===== src/rtl/cprs_map.svh =====
`ifndef CPRS_MAP_SVH
`define CPRS_MAP_SVH

// minimum release delay in ns and derived cycle count at 100 MHz
`define CPRS_CLK_PERIOD_NS 10
`define CPRS_RELEASE_DELAY_NS 1000
`define CPRS_RELEASE_CYCLES ((`CPRS_RELEASE_DELAY_NS + `CPRS_CLK_PERIOD_NS - 1) / `CPRS_CLK_PERIOD_NS)
`define CPRS_CNT_W 16
`define CPRS_ADDR_W 20
`define CPRS_ADDR_ZERO 20'h00000
`define CPRS_CNT_ZERO 16'h0000
`define CPRS_CNT_ONE 16'h0001

`endif


===== src/rtl/cprs_pkg.sv =====
package cprs_pkg;

    // supply monitor indications, already synchronous
    typedef struct packed {
        logic core_por_ok;
        logic io_level_ok;
        logic core_above_pd;
    } cprs_supply_t;

    // read-side control pins as seen by the device
    typedef struct packed {
        logic chip_enable_n;
        logic busy;
        logic clk_step;
    } cprs_ctrl_t;

    typedef enum logic [2:0] {
        CPRS_ST_HOLD = 3'h1,
        CPRS_ST_DELAY = 3'h2,
        CPRS_ST_RUN = 3'h4
    } cprs_state_t;

endpackage


===== src/rtl/cprs_addr_counter.sv =====
`timescale 1ns/1ps
`default_nettype none
`include "cprs_map.svh"

module cprs_addr_counter (
    // clock and reset
    input wire logic clk_i,
    input wire logic reset_i,
    input wire logic ce_i,
    // control
    input wire logic clear_i,
    input wire logic step_i,
    // state
    output logic [`CPRS_ADDR_W-1:0] addr_o,
    output logic at_end_o
);

    logic [`CPRS_ADDR_W-1:0] addr_ff;
    logic [`CPRS_ADDR_W-1:0] nxt_addr;

    // terminal count holds, clear wins over step
    always_comb begin
        nxt_addr = addr_ff;
        if (clear_i) begin
            nxt_addr = `CPRS_ADDR_ZERO;
        end else if (step_i && !(&addr_ff)) begin
            nxt_addr = addr_ff + {{(`CPRS_ADDR_W-1){1'b0}}, 1'b1};
        end
    end

    // address register
    always_ff @(posedge clk_i) begin
        if (reset_i) begin
            addr_ff <= `CPRS_ADDR_ZERO;
        end else if (ce_i) begin
            addr_ff <= nxt_addr;
        end
    end

    assign addr_o = addr_ff;
    assign at_end_o = &addr_ff;

endmodule

`default_nettype wire


===== src/rtl/cprs_sequencer.sv =====
// Overview of operation
// RULE_01: drive the shared reset line low throughout power-up.
// RULE_02: after supplies pass thresholds, wait the minimum release delay, then release.
// RULE_03: core supply below power-down threshold resets and holds the line low.
// RULE_04: reset line is always active low; no polarity option exists.
// RULE_05: powered device resets on line low or chip enable high; outputs float.
// RULE_06: serial-only variant releases on core threshold alone after the delay.
// RULE_07: parallel variant also waits for the I/O supply operating level.
// RULE_08: an external supervisor may hold the line low; device tolerates it.
// RULE_09: without clock output enabled, an external clock drives the target.
// RULE_10: busy input used only on parallel variant for fast byte mode.
// RULE_11: supply crossings are synchronous inputs; delay is a cycle counter.
`timescale 1ns/1ps
`default_nettype none
`include "cprs_map.svh"

module cprs_sequencer #(
    // variant select and release delay in clock cycles
    parameter bit PARALLEL_VARIANT = 1'b1,
    parameter logic [`CPRS_CNT_W-1:0] RELEASE_CYCLES = `CPRS_CNT_W'(`CPRS_RELEASE_CYCLES)
) (
    // clock, reset, enable
    input wire logic clk_i,
    input wire logic reset_i,
    input wire logic ce_i,
    // supply monitor
    input wire cprs_pkg::cprs_supply_t supply_i,
    // control pins
    input wire cprs_pkg::cprs_ctrl_t ctrl_i,
    input wire logic clk_out_enable_i,
    // shared open-drain reset/output-enable line
    input wire logic reset_oe_n_i,
    output logic reset_oe_n_o,
    output logic reset_oe_n_oe_o,
    // outputs toward target and chain
    output logic cascade_enable_out_n_o,
    output logic data_oe_o,
    output logic config_clock_out_oe_o,
    output logic [`CPRS_ADDR_W-1:0] addr_o
);

    // sequencer state
    cprs_pkg::cprs_state_t state_ff, nxt_state;
    logic [`CPRS_CNT_W-1:0] cnt_ff, nxt_cnt;
    // output stage registers
    logic hold_ff, nxt_hold;
    logic ceo_n_ff, nxt_ceo_n;
    logic data_oe_ff, nxt_data_oe;
    logic config_clock_out_oe_ff, nxt_config_clock_out_oe;
    logic [`CPRS_ADDR_W-1:0] addr_ff;
    // data level of the open-drain line, parked low in a register
    logic line_drv_ff;
    // address path
    logic [`CPRS_ADDR_W-1:0] cnt_addr;
    logic at_end;
    // decoded conditions
    logic supplies_ok;
    logic dev_reset;
    logic step;

    // true while the machine has not reached the running state
    function automatic logic fn_held(input cprs_pkg::cprs_state_t st);
        logic held;
        held = (st != cprs_pkg::CPRS_ST_RUN);
        return held;
    endfunction

    // release condition per variant
    function automatic logic fn_supplies_ok(input cprs_pkg::cprs_supply_t sup);
        logic ok;
        // RULE_06 core only
        // serial variant ignores the io flag entirely
        ok = sup.core_por_ok;
        // RULE_07 core and io
        if (PARALLEL_VARIANT) begin
            ok = sup.core_por_ok && sup.io_level_ok;
        end
        return ok;
    endfunction

    // RULE_11 monitor flags, already synchronous
    // a flag that drops during the delay restarts the count from zero,
    // so a supply bouncing around its threshold never releases early
    always_comb begin
        supplies_ok = fn_supplies_ok(supply_i);
    end

    // power sequencing state machine
    always_comb begin
        nxt_state = state_ff;
        nxt_cnt = cnt_ff;
        case (state_ff)
            cprs_pkg::CPRS_ST_HOLD: begin
                // counter parked at zero so every release waits a full delay
                nxt_cnt = `CPRS_CNT_ZERO;
                if (supplies_ok) begin
                    nxt_state = cprs_pkg::CPRS_ST_DELAY;
                end
            end
            cprs_pkg::CPRS_ST_DELAY: begin
                // RULE_02 release delay count
                // leaves after exactly RELEASE_CYCLES cycles in this state
                if (!supplies_ok) begin
                    nxt_state = cprs_pkg::CPRS_ST_HOLD;
                end else if (cnt_ff >= RELEASE_CYCLES - `CPRS_CNT_ONE) begin
                    nxt_state = cprs_pkg::CPRS_ST_RUN;
                end else begin
                    nxt_cnt = cnt_ff + `CPRS_CNT_ONE;
                end
            end
            cprs_pkg::CPRS_ST_RUN: begin
                // supplies lost while running fall straight back to hold
                if (!supplies_ok) begin
                    nxt_state = cprs_pkg::CPRS_ST_HOLD;
                end
            end
            // an illegal code recovers to the safe hold state
            default: begin
                nxt_state = cprs_pkg::CPRS_ST_HOLD;
            end
        endcase
        // RULE_03 power-down reset
        // power-down overrides every state and the release flags,
        // and the line stays held until core_above_pd returns and a full delay has passed
        if (!supply_i.core_above_pd) begin
            nxt_state = cprs_pkg::CPRS_ST_HOLD;
            nxt_cnt = `CPRS_CNT_ZERO;
        end
    end

    // sequencer registers
    // clock enable low freezes the state and the delay count together
    always_ff @(posedge clk_i) begin
        if (reset_i) begin
            state_ff <= cprs_pkg::CPRS_ST_HOLD;
            cnt_ff <= `CPRS_CNT_ZERO;
        end else if (ce_i) begin
            state_ff <= nxt_state;
            cnt_ff <= nxt_cnt;
        end
    end

    // RULE_01 hold line low
    // taken from the next state so the line moves on the same edge as the state
    always_comb begin
        nxt_hold = fn_held(nxt_state);
    end

    // RULE_05 functional reset, line sampled low-active only
    // RULE_04 fixed polarity
    // RULE_08 external hold acts as reset
    // the resolved line is read back, so a supervisor or the target pulling
    // it low clears the address just like the device's own hold
    assign dev_reset = fn_held(state_ff) || !reset_oe_n_i
                       || ctrl_i.chip_enable_n;

    // RULE_10 busy stalls the counter only on parallel variant
    // a stalled byte keeps its address until the target drops busy
    assign step = ctrl_i.clk_step && !(PARALLEL_VARIANT && ctrl_i.busy);

    // address counter, clear dominates so a reset cycle never also steps
    // terminal count stops the counter; it never wraps back to zero
    // its register is the address that the output stage decodes
    cprs_addr_counter u_addr (
        .clk_i(clk_i),
        .reset_i(reset_i),
        .ce_i(ce_i),
        .clear_i(dev_reset),
        .step_i(step && !dev_reset),
        .addr_o(cnt_addr),
        .at_end_o(at_end)
    );

    // output stage next values
    always_comb begin
        // defaults are the reset and standby values
        // RULE_05 floated outputs in reset
        nxt_ceo_n = 1'b1;
        nxt_data_oe = 1'b0;
        nxt_config_clock_out_oe = 1'b0;
        if (!dev_reset) begin
            // at terminal count data and clock float and the chain takes over
            nxt_ceo_n = !at_end;
            nxt_data_oe = !at_end;
            // RULE_09 clock output only when enabled
            nxt_config_clock_out_oe = clk_out_enable_i && !at_end;
        end
    end

    // output registers
    // addr_o lags the counter by one cycle so that it leaves a flop
    always_ff @(posedge clk_i) begin
        if (reset_i) begin
            hold_ff <= 1'b1;
            ceo_n_ff <= 1'b1;
            data_oe_ff <= 1'b0;
            config_clock_out_oe_ff <= 1'b0;
            addr_ff <= `CPRS_ADDR_ZERO;
            line_drv_ff <= 1'b0;
        end else if (ce_i) begin
            line_drv_ff <= 1'b0;
            hold_ff <= nxt_hold;
            ceo_n_ff <= nxt_ceo_n;
            data_oe_ff <= nxt_data_oe;
            config_clock_out_oe_ff <= nxt_config_clock_out_oe;
            addr_ff <= cnt_addr;
        end
    end

    // open drain: drive low only, enable high pulls the line low
    // the enable, not the data, carries the hold
    assign reset_oe_n_o = line_drv_ff;
    assign reset_oe_n_oe_o = hold_ff;
    assign cascade_enable_out_n_o = ceo_n_ff;
    assign data_oe_o = data_oe_ff;
    assign config_clock_out_oe_o = config_clock_out_oe_ff;
    assign addr_o = addr_ff;

endmodule

`default_nettype wire


===== config.mk =====
export PLATFORM = sky130hd
export DESIGN_NAME = cprs_sequencer
export DESIGN_NICKNAME = d
export VERILOG_FILES = /design/src/rtl/cprs_pkg.sv /design/src/rtl/cprs_addr_counter.sv /design/src/rtl/cprs_sequencer.sv
export VERILOG_INCLUDE_DIRS = /design/src /design/src/rtl
export SDC_FILE = /design/constraint.sdc
export NUM_CORES = 1
export LEC_CHECK = 0
export BUFFER_PORTS_ARGS = -buffer_cell sky130_fd_sc_hd__buf_2
export CORE_MARGIN = 10
export CORE_UTILIZATION = 40
export CTS_BUF_LIST = sky130_fd_sc_hd__clkbuf_8
export DETAILED_ROUTE_END_ITERATION = 10
export PLACE_DENSITY = 0.69
export RECOVER_POWER = 50
export SLEW_MARGIN = 40
export SYNTH_ARGS = -nofsm -noshare
export SYNTH_HDL_FRONTEND = slang
export SYNTH_SLANG_ARGS = --single-unit

===== constraint.sdc =====
create_clock -name clk_i -period 2.5 [get_ports clk_i]
set_input_delay 0.125 -clock clk_i [delete_from_list [all_inputs] [get_ports clk_i]]
set_output_delay 0.125 -clock clk_i [all_outputs]
set_load 0.005 [all_outputs]

==> results of run 1 <==
kinds of logic (layout without fill, tap and decap cells):
| family | Yosys count | in the layout | share of synthesized area (%) |
|---|---|---|---|
| other cells | 1 | 1 | 0.131 |
| xor+xnor | 6 | 6 | 1.84 |
| buf+inv | 20 | 60 | 3.33 |
| compound gates | 50 | 50 | 11.5 |
| simple gates | 151 | 151 | 29.0 |
| fa+ha+maj | 2 | 2 | 0.876 |
| flops | 63 | 63 | 44.2 |
| mux | 26 | 26 | 9.11 |
area by class of cell:
class	instances	share of cell area [%]
flip-flops and latches	63	39.0
inverters	4	0.464
clock inverters	7	1.04
well taps	96	3.71
repair buffers	40	5.61
multi-input cells	236	46.4
clock buffers	9	3.83
final timing paths:
kind	startpoint	cells past startpoint	to	slack (ns)
setup / recovery	u_addr.addr_o[0]$_SDFFE_PP0P_	7	u_addr.addr_o[7]$_SDFFE_PP0P_	0.58
hold / removal	clk_out_enable_i	3	config_clock_out_oe_o$_SDFFE_PP0P_	0.07
setup reg to reg	u_addr.addr_o[0]$_SDFFE_PP0P_	7	u_addr.addr_o[7]$_SDFFE_PP0P_	0.58
hold reg to reg	cnt_ff[14]$_SDFFE_PP0P_	1	cnt_ff[14]$_SDFFE_PP0P_	0.46
power groups by stage:
stage | Combinational [mW] | Clock, mW | Sequential (mW)
6_report | 0.0898 | 0.725 | 1.01
5_1_grt | 0.0997 | 0.786 | 1.01
4_1_cts | 0.0901 | 0.746 | 1.01
3_5_place_dp | 0.0899 | 0 | 1.03
3_3_place_gp | 0.0888 | 0 | 1.03
2_1_floorplan | 0.0621 | 0 | 1.03
worst max-delay path, cell delays in order (launching register included):
cell and delay (ns):
dfxtp_1 0.34, ha_1 0.23, and3_1 0.25, nand3_1 0.15
nor4_4 0.05, buf_4 0.20, or4_1 0.48, a21oi_1 0.16
sequential cells by signal, indices dropped and copies added, names as in the netlist:
signal	count
addr_o	20
u_addr.addr_o	20
cnt_ff	16
state_ff	3
cascade_enable_out_n_o	1
config_clock_out_oe_o	1
data_oe_o	1
reset_oe_n_oe_o	1
Yosys cell counts (3+ instances only):
cell type,n
inv_1,3
nand2_1,23
a21oi_1,15
a211oi_1,4
nand4_1,9
clkbuf_1,7
nor3_1,7
and2_1,9
o21ai_0,7
or4_1,4
nor2b_1,5
nand3_1,11
a31oi_1,4
o21a_1,3
buf_2,4
xnor2_1,6
nor4_1,5
mux2i_1,26
nor2_1,43
dfxtp_1,63
o31ai_1,4
or3_1,9
nand2b_1,4
and4_1,4
and3_1,6
layer usage:
metal	routed length, um	share of wire, %
met1	3160	49
met3	328	5.1
met5	0	0
met4	51	0.80
met2	2850	45
through the flow:
stage / setup slack [ns] / area [um2] / instances / utilization (%) / hold slack, ns
after global routing: 0.393 / 3240 / 455 / 47.1 / 0.0735
after CTS: 0.593 / 3270 / 455 / 47.6 / 0.0579
final: 0.585 / 3240 / 455 / 47.1 / 0.0738
after floorplan: 0.796 / 2860 / 319 / - / 0.284
after detailed placement: 0.607 / 3110 / 439 / 45.3 / 0.418
after global placement: 0.682 / 3110 / 439 / 45.3 / 0.413
==> flow_metrics.py, run 1 <==
metrics = {
    "synth": {
        "synth-main-ff-cell": "dfxtp_1",
        "synth_edf_count": 0,
        "ys_async_sr_fraction_pct": 0,
        "yosys.area.top_type": "dfxtp_1",
        "yosysSeqAreaShare_pct": 44.2,
        "ys_ff_latch": 63,
        "ys_warn_count": 0,
        "synth_nets": 332,
        "syn-cell-area_um2": 2860,
        "postSynthAreaPerCell_um2": 8.95,
        "synth_cell_types": 53,
        "yosys-top-cells-area": "dfxtp_1, mux2i_1, nor2_1",
        "netlist_instances": 319,
        "synth_top_area_share_pct": 44.2,
    },
    "power": {
        "intPower_mw": 1.38,
        "p_clk_share_pct": 39.8,
        "power_mw": 1.82,
        "total_leakage_power_nw": 1.20,
        "combPwrFrac_pct": 4.9,
        "power.density_nw_per_um2": 563,
        "swShare_pct": 24.3,
        "p_seq_share_pct": 55.3,
        "p_switching_mw": 0.442,
        "ir_drop_v": 0.000231,
    },
    "sta": {
        "fin_setup_tns_ns": 0,
        "post-route-min-period_ns": 1.92,
        "rsz0062_at_grt": "false",
        "drv_slew": 0,
        "max_slew_margin_pct": 23.4,
        "hold_viol_final": 0,
        "setup_viol": 0,
        "fmax_mhz": 522,
        "worstMarginPinSlew_ns": 1.15,
        "skew_ns": 0.0118,
        "min_period_over_period_pct": 76.6,
    },
    "global_route": {
        "grt_pass1_vias": 2190,
        "grt.overflow.total": 0,
        "gr-usage-met2_pct": 17.8,
        "grtUsageTotal_pct": 11.6,
        "grt_pass1_wl_mm": 10.5,
        "antenna_found_initial": 0,
        "grt.busiest_layer": "met2",
        "grt_max_degree": 41,
        "gr-usage-met3_pct": 4.52,
        "grtUsageMet1_pct": 14.7,
    },
    "clock_network": {
        "ctsHoldBuffers": 0,
        "ctsResizeCount": 0,
        "htreeDepth": 3,
        "worstSkewPairLatency_ns": 0.34,
        "numCtsBuffers": 9,
        "clockRootBuffer": "clkbuf_8",
        "clock-sinks": 63,
        "cts_tree": "yes",
        "postCtsSetupBuffers": 0,
        "clk_pin_slew_ns": 0.07,
        "cts_buffer_depth": 2,
    },
    "final_layout": {
        "final_nets": 367,
        "nFillCells": 695,
        "seq_area_um2": 1260,
        "multi_input_area_um2": 1500,
        "final_cell_mix": "dfxtp_1, nor2_1, mux2i_1",
        "layout_commonest_cell": "dfxtp_1",
        "areaGrowthSynthToFinish_pct": 13.3,
        "diodes": 0,
        "drive_gt1_share_pct": 10.3,
    },
    "route": {
        "drt_first_pass_iters": 5,
        "drtIter0Drc": 125,
        "drtAntennaViolNets": 0,
        "routed_wl_mm": 6.39,
        "avgRoutedWirePerCell_um": 14.0,
        "drc": 0,
        "viasPerCell": 5.19,
        "vias": 2362,
    },
    "placed_design": {
        "numPortBuffers": 34,
        "place.gp.congestion": 0.800,
        "dp_hpwl_mm": 4.47,
    },
    "critical_path": {
        "required_ns": 2.77,
        "arrival_ns": 2.18,
        "path_class": "reg -> reg",
        "cp-start-kind": "flop",
        "endpoint_kind": "flop",
        "path_max_fanout": 18,
    },
    "die": {
        "std_cell_rows": 30,
        "die_y_um": 105,
        "dieArea_um2": 10900,
        "core_area_um2": 6870,
        "ios": 36,
        "start_util_pct": 41.6,
        "fp.dieW_um": 105,
    },
    "status": {
        "status": "finished, final reports clean",
    },
    "worst_hold_path": {
        "hold_class": "in -> reg",
    },
    "flow_run": {
        "maxCapViolations": 0,
    },
}
Power figures use the tool's default switching activity.
==> inputs of run 2 (changes only) <==
==> constraint.sdc (replaced) <==
create_clock -name clk_i -period 2 [get_ports clk_i]
set_input_delay 0.1 -clock clk_i [delete_from_list [all_inputs] [get_ports clk_i]]
set_output_delay 0.1 -clock clk_i [all_outputs]
set_load 0.005 [all_outputs]
==> flow_metrics.py, run 2 (same netlist as run 1, synthesis figures left out) <==
metrics = {
    "placed_design": {
        "numPortBuffers": 34,
        "dp_hpwl_mm": 4.66,
        "place.gp.congestion": 0.869,
        "place_area_um2": 3140,
        "post-place-ws_ns": 0.116,
    },
    "route": {
        "routed_wl_mm": 6.52,
        "viasPerCell": 5.27,
        "avgRoutedWirePerCell_um": 14.2,
        "drt_first_pass_iters": 4,
        "drc": 0,
        "drtIter0Drc": 117,
        "vias": 2417,
        "drtAntennaViolNets": 0,
    },
    "global_route": {
        "grt.overflow.total": 0,
        "grtUsageTotal_pct": 12.0,
        "grt_pass1_vias": 2240,
        "grt_max_degree": 23,
        "grt_pass1_wl_mm": 10.9,
        "antenna_found_initial": 0,
    },
    "final_layout": {
        "diodes": 0,
        "fin_util_pct": 49.0,
        "nFillCells": 654,
        "drive_gt1_share_pct": 13.8,
        "layout_commonest_cell": "dfxtp_1",
        "final_nets": 371,
        "fin_area_um2": 3360,
        "areaGrowthSynthToFinish_pct": 17.8,
        "final_cell_mix": "dfxtp_1, nor2_1, mux2i_1",
    },
    "power": {
        "power.density_nw_per_um2": 810,
        "ir_drop_v": 0.000374,
        "total_leakage_power_nw": 1.27,
    },
    "die": {
        "dieArea_um2": 10900,
        "fp.dieW_um": 105,
        "core_area_um2": 6870,
        "std_cell_rows": 30,
        "ios": 36,
        "die_y_um": 105,
        "start_util_pct": 41.6,
    },
    "sta": {
        "timing.final.ws_setup_ns": 0.100,
        "hold_viol_final": 0,
        "min_period_over_period_pct": 95.0,
        "worstMarginPinSlew_ns": 0.734,
        "post-route-min-period_ns": 1.90,
        "fin_setup_tns_ns": 0,
        "rsz0062_at_grt": "false",
        "holdWs_ns": 0.0264,
        "setup_viol": 0,
        "drv_slew": 0,
        "skew_ns": 0.0124,
        "max_slew_margin_pct": 51.1,
        "fmax_mhz": 526,
    },
    "critical_path": {
        "path_class": "reg -> reg",
        "cp_top_family": "simple AND/OR/NAND/NOR gates",
        "cpPeakStageDelay_ns": 0.48,
        "crit_buf_inv": 1,
        "crit_slowest_cell": "or4_1",
        "arrival_ns": 2.18,
        "cp-start-kind": "flop",
        "endpoint_kind": "flop",
        "path_max_fanout": 18,
        "worstPathCellList": "ha_1, and3_2, nand3_1, nor4_4, buf_4, or4_1, a21oi_1",
        "required_ns": 2.28,
    },
    "clock_network": {
        "clock-sinks": 63,
        "htreeDepth": 3,
        "worstSkewPairLatency_ns": 0.36,
        "cts_buffer_depth": 2,
        "clockRootBuffer": "clkbuf_8",
        "cts_tree": "yes",
        "numCtsBuffers": 9,
        "clk_pin_slew_ns": 0.07,
    },
    "flow_run": {
        "maxCapViolations": 0,
    },
    "status": {
        "status": "finished, final reports clean",
    },
    "worst_hold_path": {
        "hold_class": "in -> reg",
    },
}
[run 2: changes by cell type in the layout (fill, tap and decap cells not counted), sizes merged]
cell,change
buf,+9
clkbuf,-5
bufinv,+3
inv,-3
clkinv,+1
clkinvlp,-1
[run 2: per-stage QoR]
step / std cells / total power [mW]
global route: 459 / 2.82
finish: 459 / 2.73
detailed placement: 443 / 1.40
floorplan: 319 / 1.36
global placement: 443 / 1.40
CTS: 459 / 2.75
[run 2: layout make-up]
cell class / count / area, um2 / share of cell area, %
repair buffers: 44 / 215 / 6.40
clock inverters: 7 / 121 / 3.61
well taps: 96 / 120 / 3.57
inverters: 4 / 15.0 / 0.446
multi-input cells: 236 / 1510 / 44.8
clock buffers: 9 / 124 / 3.68
flip-flops and latches: 63 / 1260 / 37.5
[run 2: report_power, final]
part | switching [mW] | leakage, nW | internal (mW)
clock network | 0.524 | 0.123 | 0.831
logic | 0.0717 | 0.644 | 0.0412
registers | 0.00267 | 0.507 | 1.26
[run 2: path summary, 6_finish.rpt]
kind                                  from                                 end  cells past startpoint  slack, ns
min                       clk_out_enable_i  config_clock_out_oe_o$_SDFFE_PP0P_                      3       0.03
max          u_addr.addr_o[0]$_SDFFE_PP0P_       u_addr.addr_o[9]$_SDFFE_PP0P_                      7       0.10
min reg2reg         cnt_ff[9]$_SDFFE_PP0P_              cnt_ff[9]$_SDFFE_PP0P_                      1       0.46
max reg2reg  u_addr.addr_o[0]$_SDFFE_PP0P_       u_addr.addr_o[9]$_SDFFE_PP0P_                      7       0.10
[run 2: repair_timing]
item                       4_1_cts  5_1_grt
hold buffers                     0        0
gates resized for setup          0        2
setup endpoints to repair        0        3
setup buffers                    0        0
[run 2: tightest hold or removal path: cells and delay by family]
kind | cells | cell delay (ns)
AO/OA/AOI/OAI | 1 | 0.06
AND/OR/NAND/NOR | 1 | 0.07
buffers and inverters | 1 | 0.10
[run 2: layer usage]
layer  vias up  GRT usage [%]  part of all wire [%]  wire [um]
met5         -              0                     0          0
met4         0           5.27                   1.7        109
met3        11           4.52                   4.9        319
met2        41           16.9                    44       2870
met1      1136           15.7                    49       3220
li1       1229              -                     -          -
==> inputs of run 3 (changes only) <==
--- a/config.mk
+++ b/config.mk
@@ -6,12 +6,13 @@
 export SDC_FILE = /design/constraint.sdc
 export NUM_CORES = 1
 export LEC_CHECK = 0
+export ABC_AREA = 1
 export BUFFER_PORTS_ARGS = -buffer_cell sky130_fd_sc_hd__buf_2
 export CORE_MARGIN = 10
 export CORE_UTILIZATION = 40
 export CTS_BUF_LIST = sky130_fd_sc_hd__clkbuf_8
 export DETAILED_ROUTE_END_ITERATION = 10
-export PLACE_DENSITY = 0.69
+export PLACE_DENSITY = 0.68
 export RECOVER_POWER = 50
 export SLEW_MARGIN = 40
 export SYNTH_ARGS = -nofsm -noshare
==> flow_metrics.py, run 3 <==
metrics = {
    "status": {
        "status": "finished, final reports clean",
    },
    "critical_path": {
        "cp_top_family": "simple AND/OR/NAND/NOR gates",
        "endpoint_kind": "flop",
        "crit_slowest_cell": "dfxtp_1",
        "cp-start-kind": "flop",
        "path_max_fanout": 15,
        "cpPeakStageDelay_ns": 0.34,
        "path_class": "reg -> reg",
        "arrival_ns": 1.95,
        "required_ns": 2.21,
        "cp_common_cell": "nand2_1",
        "worstPathCellList": "ha_1, nor2_1, nand2_1, nand2_1, nand3_1, nand2_1, nand2_1, nand2_2, nand2_2, nand2_1, a21oi_1",
        "crit_buf_inv": 0,
    },
    "synth": {
        "synth-main-ff-cell": "dfxtp_1",
        "synth_commonest_cells": "nand2_1, nor2_1, dfxtp_1, nand3_1, a21oi_1",
        "yosys.area.top_type": "dfxtp_1",
        "synth_top_area_share_pct": 40.7,
        "synth_cell_types": 34,
        "synth_edf_count": 0,
        "yosysMostFrequentCell": "nand2_1",
        "ys_warn_count": 0,
        "synth_nets": 461,
        "postSynthAreaPerCell_um2": 6.92,
        "ys_async_sr_fraction_pct": 0,
        "syn-cell-area_um2": 3100,
        "yosys-top-cells-area": "dfxtp_1, nand2_1, nor2_1",
        "yosysSeqAreaShare_pct": 40.7,
        "netlist_instances": 448,
        "ys_ff_latch": 63,
    },
    "final_layout": {
        "final_nets": 494,
        "areaGrowthSynthToFinish_pct": 13.5,
        "diodes": 0,
        "final_cell_mix": "nand2_1, nor2_1, dfxtp_1",
        "finalNonFillerCells": 588,
        "drive_gt1_share_pct": 12.8,
        "fin_area_um2": 3520,
        "layout_commonest_cell": "nand2_1",
    },
    "route": {
        "vias": 2967,
        "drtIter0Drc": 212,
        "routed_wl_mm": 7.64,
        "drtAntennaViolNets": 0,
        "drc": 0,
        "viasPerCell": 5.05,
        "avgRoutedWirePerCell_um": 13.0,
        "drt_first_pass_iters": 5,
    },
    "power": {
        "intPower_mw": 1.99,
        "swShare_pct": 23.1,
        "p_seq_share_pct": 49.7,
        "total_leakage_power_nw": 1.33,
        "power.density_nw_per_um2": 736,
        "p_switching_mw": 0.599,
        "p_clk_share_pct": 44.4,
        "combPwrFrac_pct": 5.9,
        "ir_drop_v": 0.000380,
    },
    "clock_network": {
        "ctsResizeCount": 0,
        "cts_buffer_depth": 2,
        "postCtsSetupBuffers": 0,
        "numCtsBuffers": 9,
        "ctsHoldBuffers": 0,
        "worstSkewPairLatency_ns": 0.34,
        "cts_tree": "yes",
        "clock-sinks": 63,
        "clockRootBuffer": "clkbuf_8",
        "clk_pin_slew_ns": 0.07,
        "htreeDepth": 3,
    },
    "placed_design": {
        "place.gp.congestion": 0.888,
        "place_area_um2": 3340,
        "post-place-ws_ns": 0.289,
        "numPortBuffers": 34,
        "dp.cells": 572,
        "dp_hpwl_mm": 5.43,
    },
    "die": {
        "dieArea_um2": 11700,
        "die_y_um": 108,
        "std_cell_rows": 32,
        "core_area_um2": 7650,
        "ios": 36,
        "fp.dieW_um": 108,
        "start_util_pct": 40.5,
    },
    "global_route": {
        "grtUsageTotal_pct": 13.6,
        "grt_pass1_vias": 2866,
        "antenna_found_initial": 0,
        "grt_max_degree": 34,
        "grt_pass1_wl_mm": 13.1,
        "grt.overflow.total": 0,
    },
    "worst_hold_path": {
        "hold_class": "in -> reg",
    },
    "sta": {
        "hold_viol_final": 0,
        "timing.final.ws_setup_ns": 0.267,
        "post-route-min-period_ns": 1.73,
        "fin_setup_tns_ns": 0,
        "fmax_mhz": 577,
        "min_period_over_period_pct": 86.6,
        "drv_slew": 0,
        "rsz0062_at_grt": "false",
        "setup_viol": 0,
        "worstMarginPinSlew_ns": 0.643,
        "skew_ns": 0.00829,
        "max_slew_margin_pct": 57.1,
    },
    "flow_run": {
        "maxCapViolations": 0,
    },
}
-- run 3: changes by cell type after synthesis, sizes merged, moves of 6 or more --
cell / previous run / this run
inv: 4 / 30
nor2: 44 / 98
and2: 9 / 2
o21ai: 8 / 27
or3: 9 / 0
xor2: 0 / 7
a21oi: 15 / 33
xnor2: 6 / 0
and3: 6 / 0
nand3: 12 / 37
nand2: 23 / 114
mux2i: 26 / 0
-- run 3: power by group through the flow --
stage	logic [mW]	registers [mW]	clock network (mW)
detailed placement	0.159	1.32	0
floorplan	0.106	1.32	0
CTS	0.160	1.29	1.17
global placement	0.157	1.31	0
global route	0.173	1.29	1.23
finish	0.153	1.29	1.15
-- run 3: worst reg2reg max path, delay by kind of cell, from the launching register on --
family / cells / cell delay, ns
and+or+nand+nor: 9 / 0.97
adders and majority gates: 1 / 0.24
AOI/OAI and AO/OA: 1 / 0.06
DFF: 1 / 0.34
-- run 3: logic make-up after synthesis --
logic type | share of synthesized area (%)
DFF | 40.7
adders and majority gates | 0.808
and+or+nand+nor | 38.9
xor gates and xnor gates | 1.98
AOI/OAI and AO/OA | 10.7
other | 0.121
buffers and inverters | 6.83
-- run 3: final timing paths --
kind | start | to | slack, ns | cells after the start
setup / recovery | cnt_ff[0]$_SDFFE_PP0P_ | cnt_ff[0]$_SDFFE_PP0P_ | 0.27 | 11
hold / removal | clk_out_enable_i | config_clock_out_oe_o$_SDFFE_PP0P_ | 0.04 | 3
setup reg to reg | cnt_ff[0]$_SDFFE_PP0P_ | cnt_ff[0]$_SDFFE_PP0P_ | 0.27 | 11
hold reg to reg | cnt_ff[15]$_SDFFE_PP0P_ | cnt_ff[15]$_SDFFE_PP0P_ | 0.44 | 2
-- run 3: cell type report --
type / count / area, um2
repair buffers: 39 / 183
multi-input cells: 337 / 1620
clock inverters: 4 / 43.8
clock buffers: 12 / 165
flip-flops and latches: 63 / 1260
inverters: 31 / 116
well taps: 102 / 128
fillers: 806 / 4130
-- run 3: metrics by stage --
step / power (mW) / hold slack (ns) / util [%]
3_3_place_gp: 1.47 / 0.389 / 43.7
2_1_floorplan: 1.42 / 0.262 / -
5_1_grt: 2.69 / 0.0560 / 46.0
3_5_place_dp: 1.47 / 0.395 / 43.7
4_1_cts: 2.62 / 0.0300 / 46.4
6_report: 2.59 / 0.0353 / 46.0
-- run 3: per-layer routing --
| layer | vias up | track usage (%) | wire length [um] |
|---|---|---|---|
| li1 | 1501 | - | - |
| met1 | 1369 | 16.2 | 3430 |
| met2 | 79 | 22.8 | 3640 |
| met3 | 18 | 4.82 | 445 |
| met4 | 0 | 3.63 | 124 |
| met5 | - | 0 | 0 |
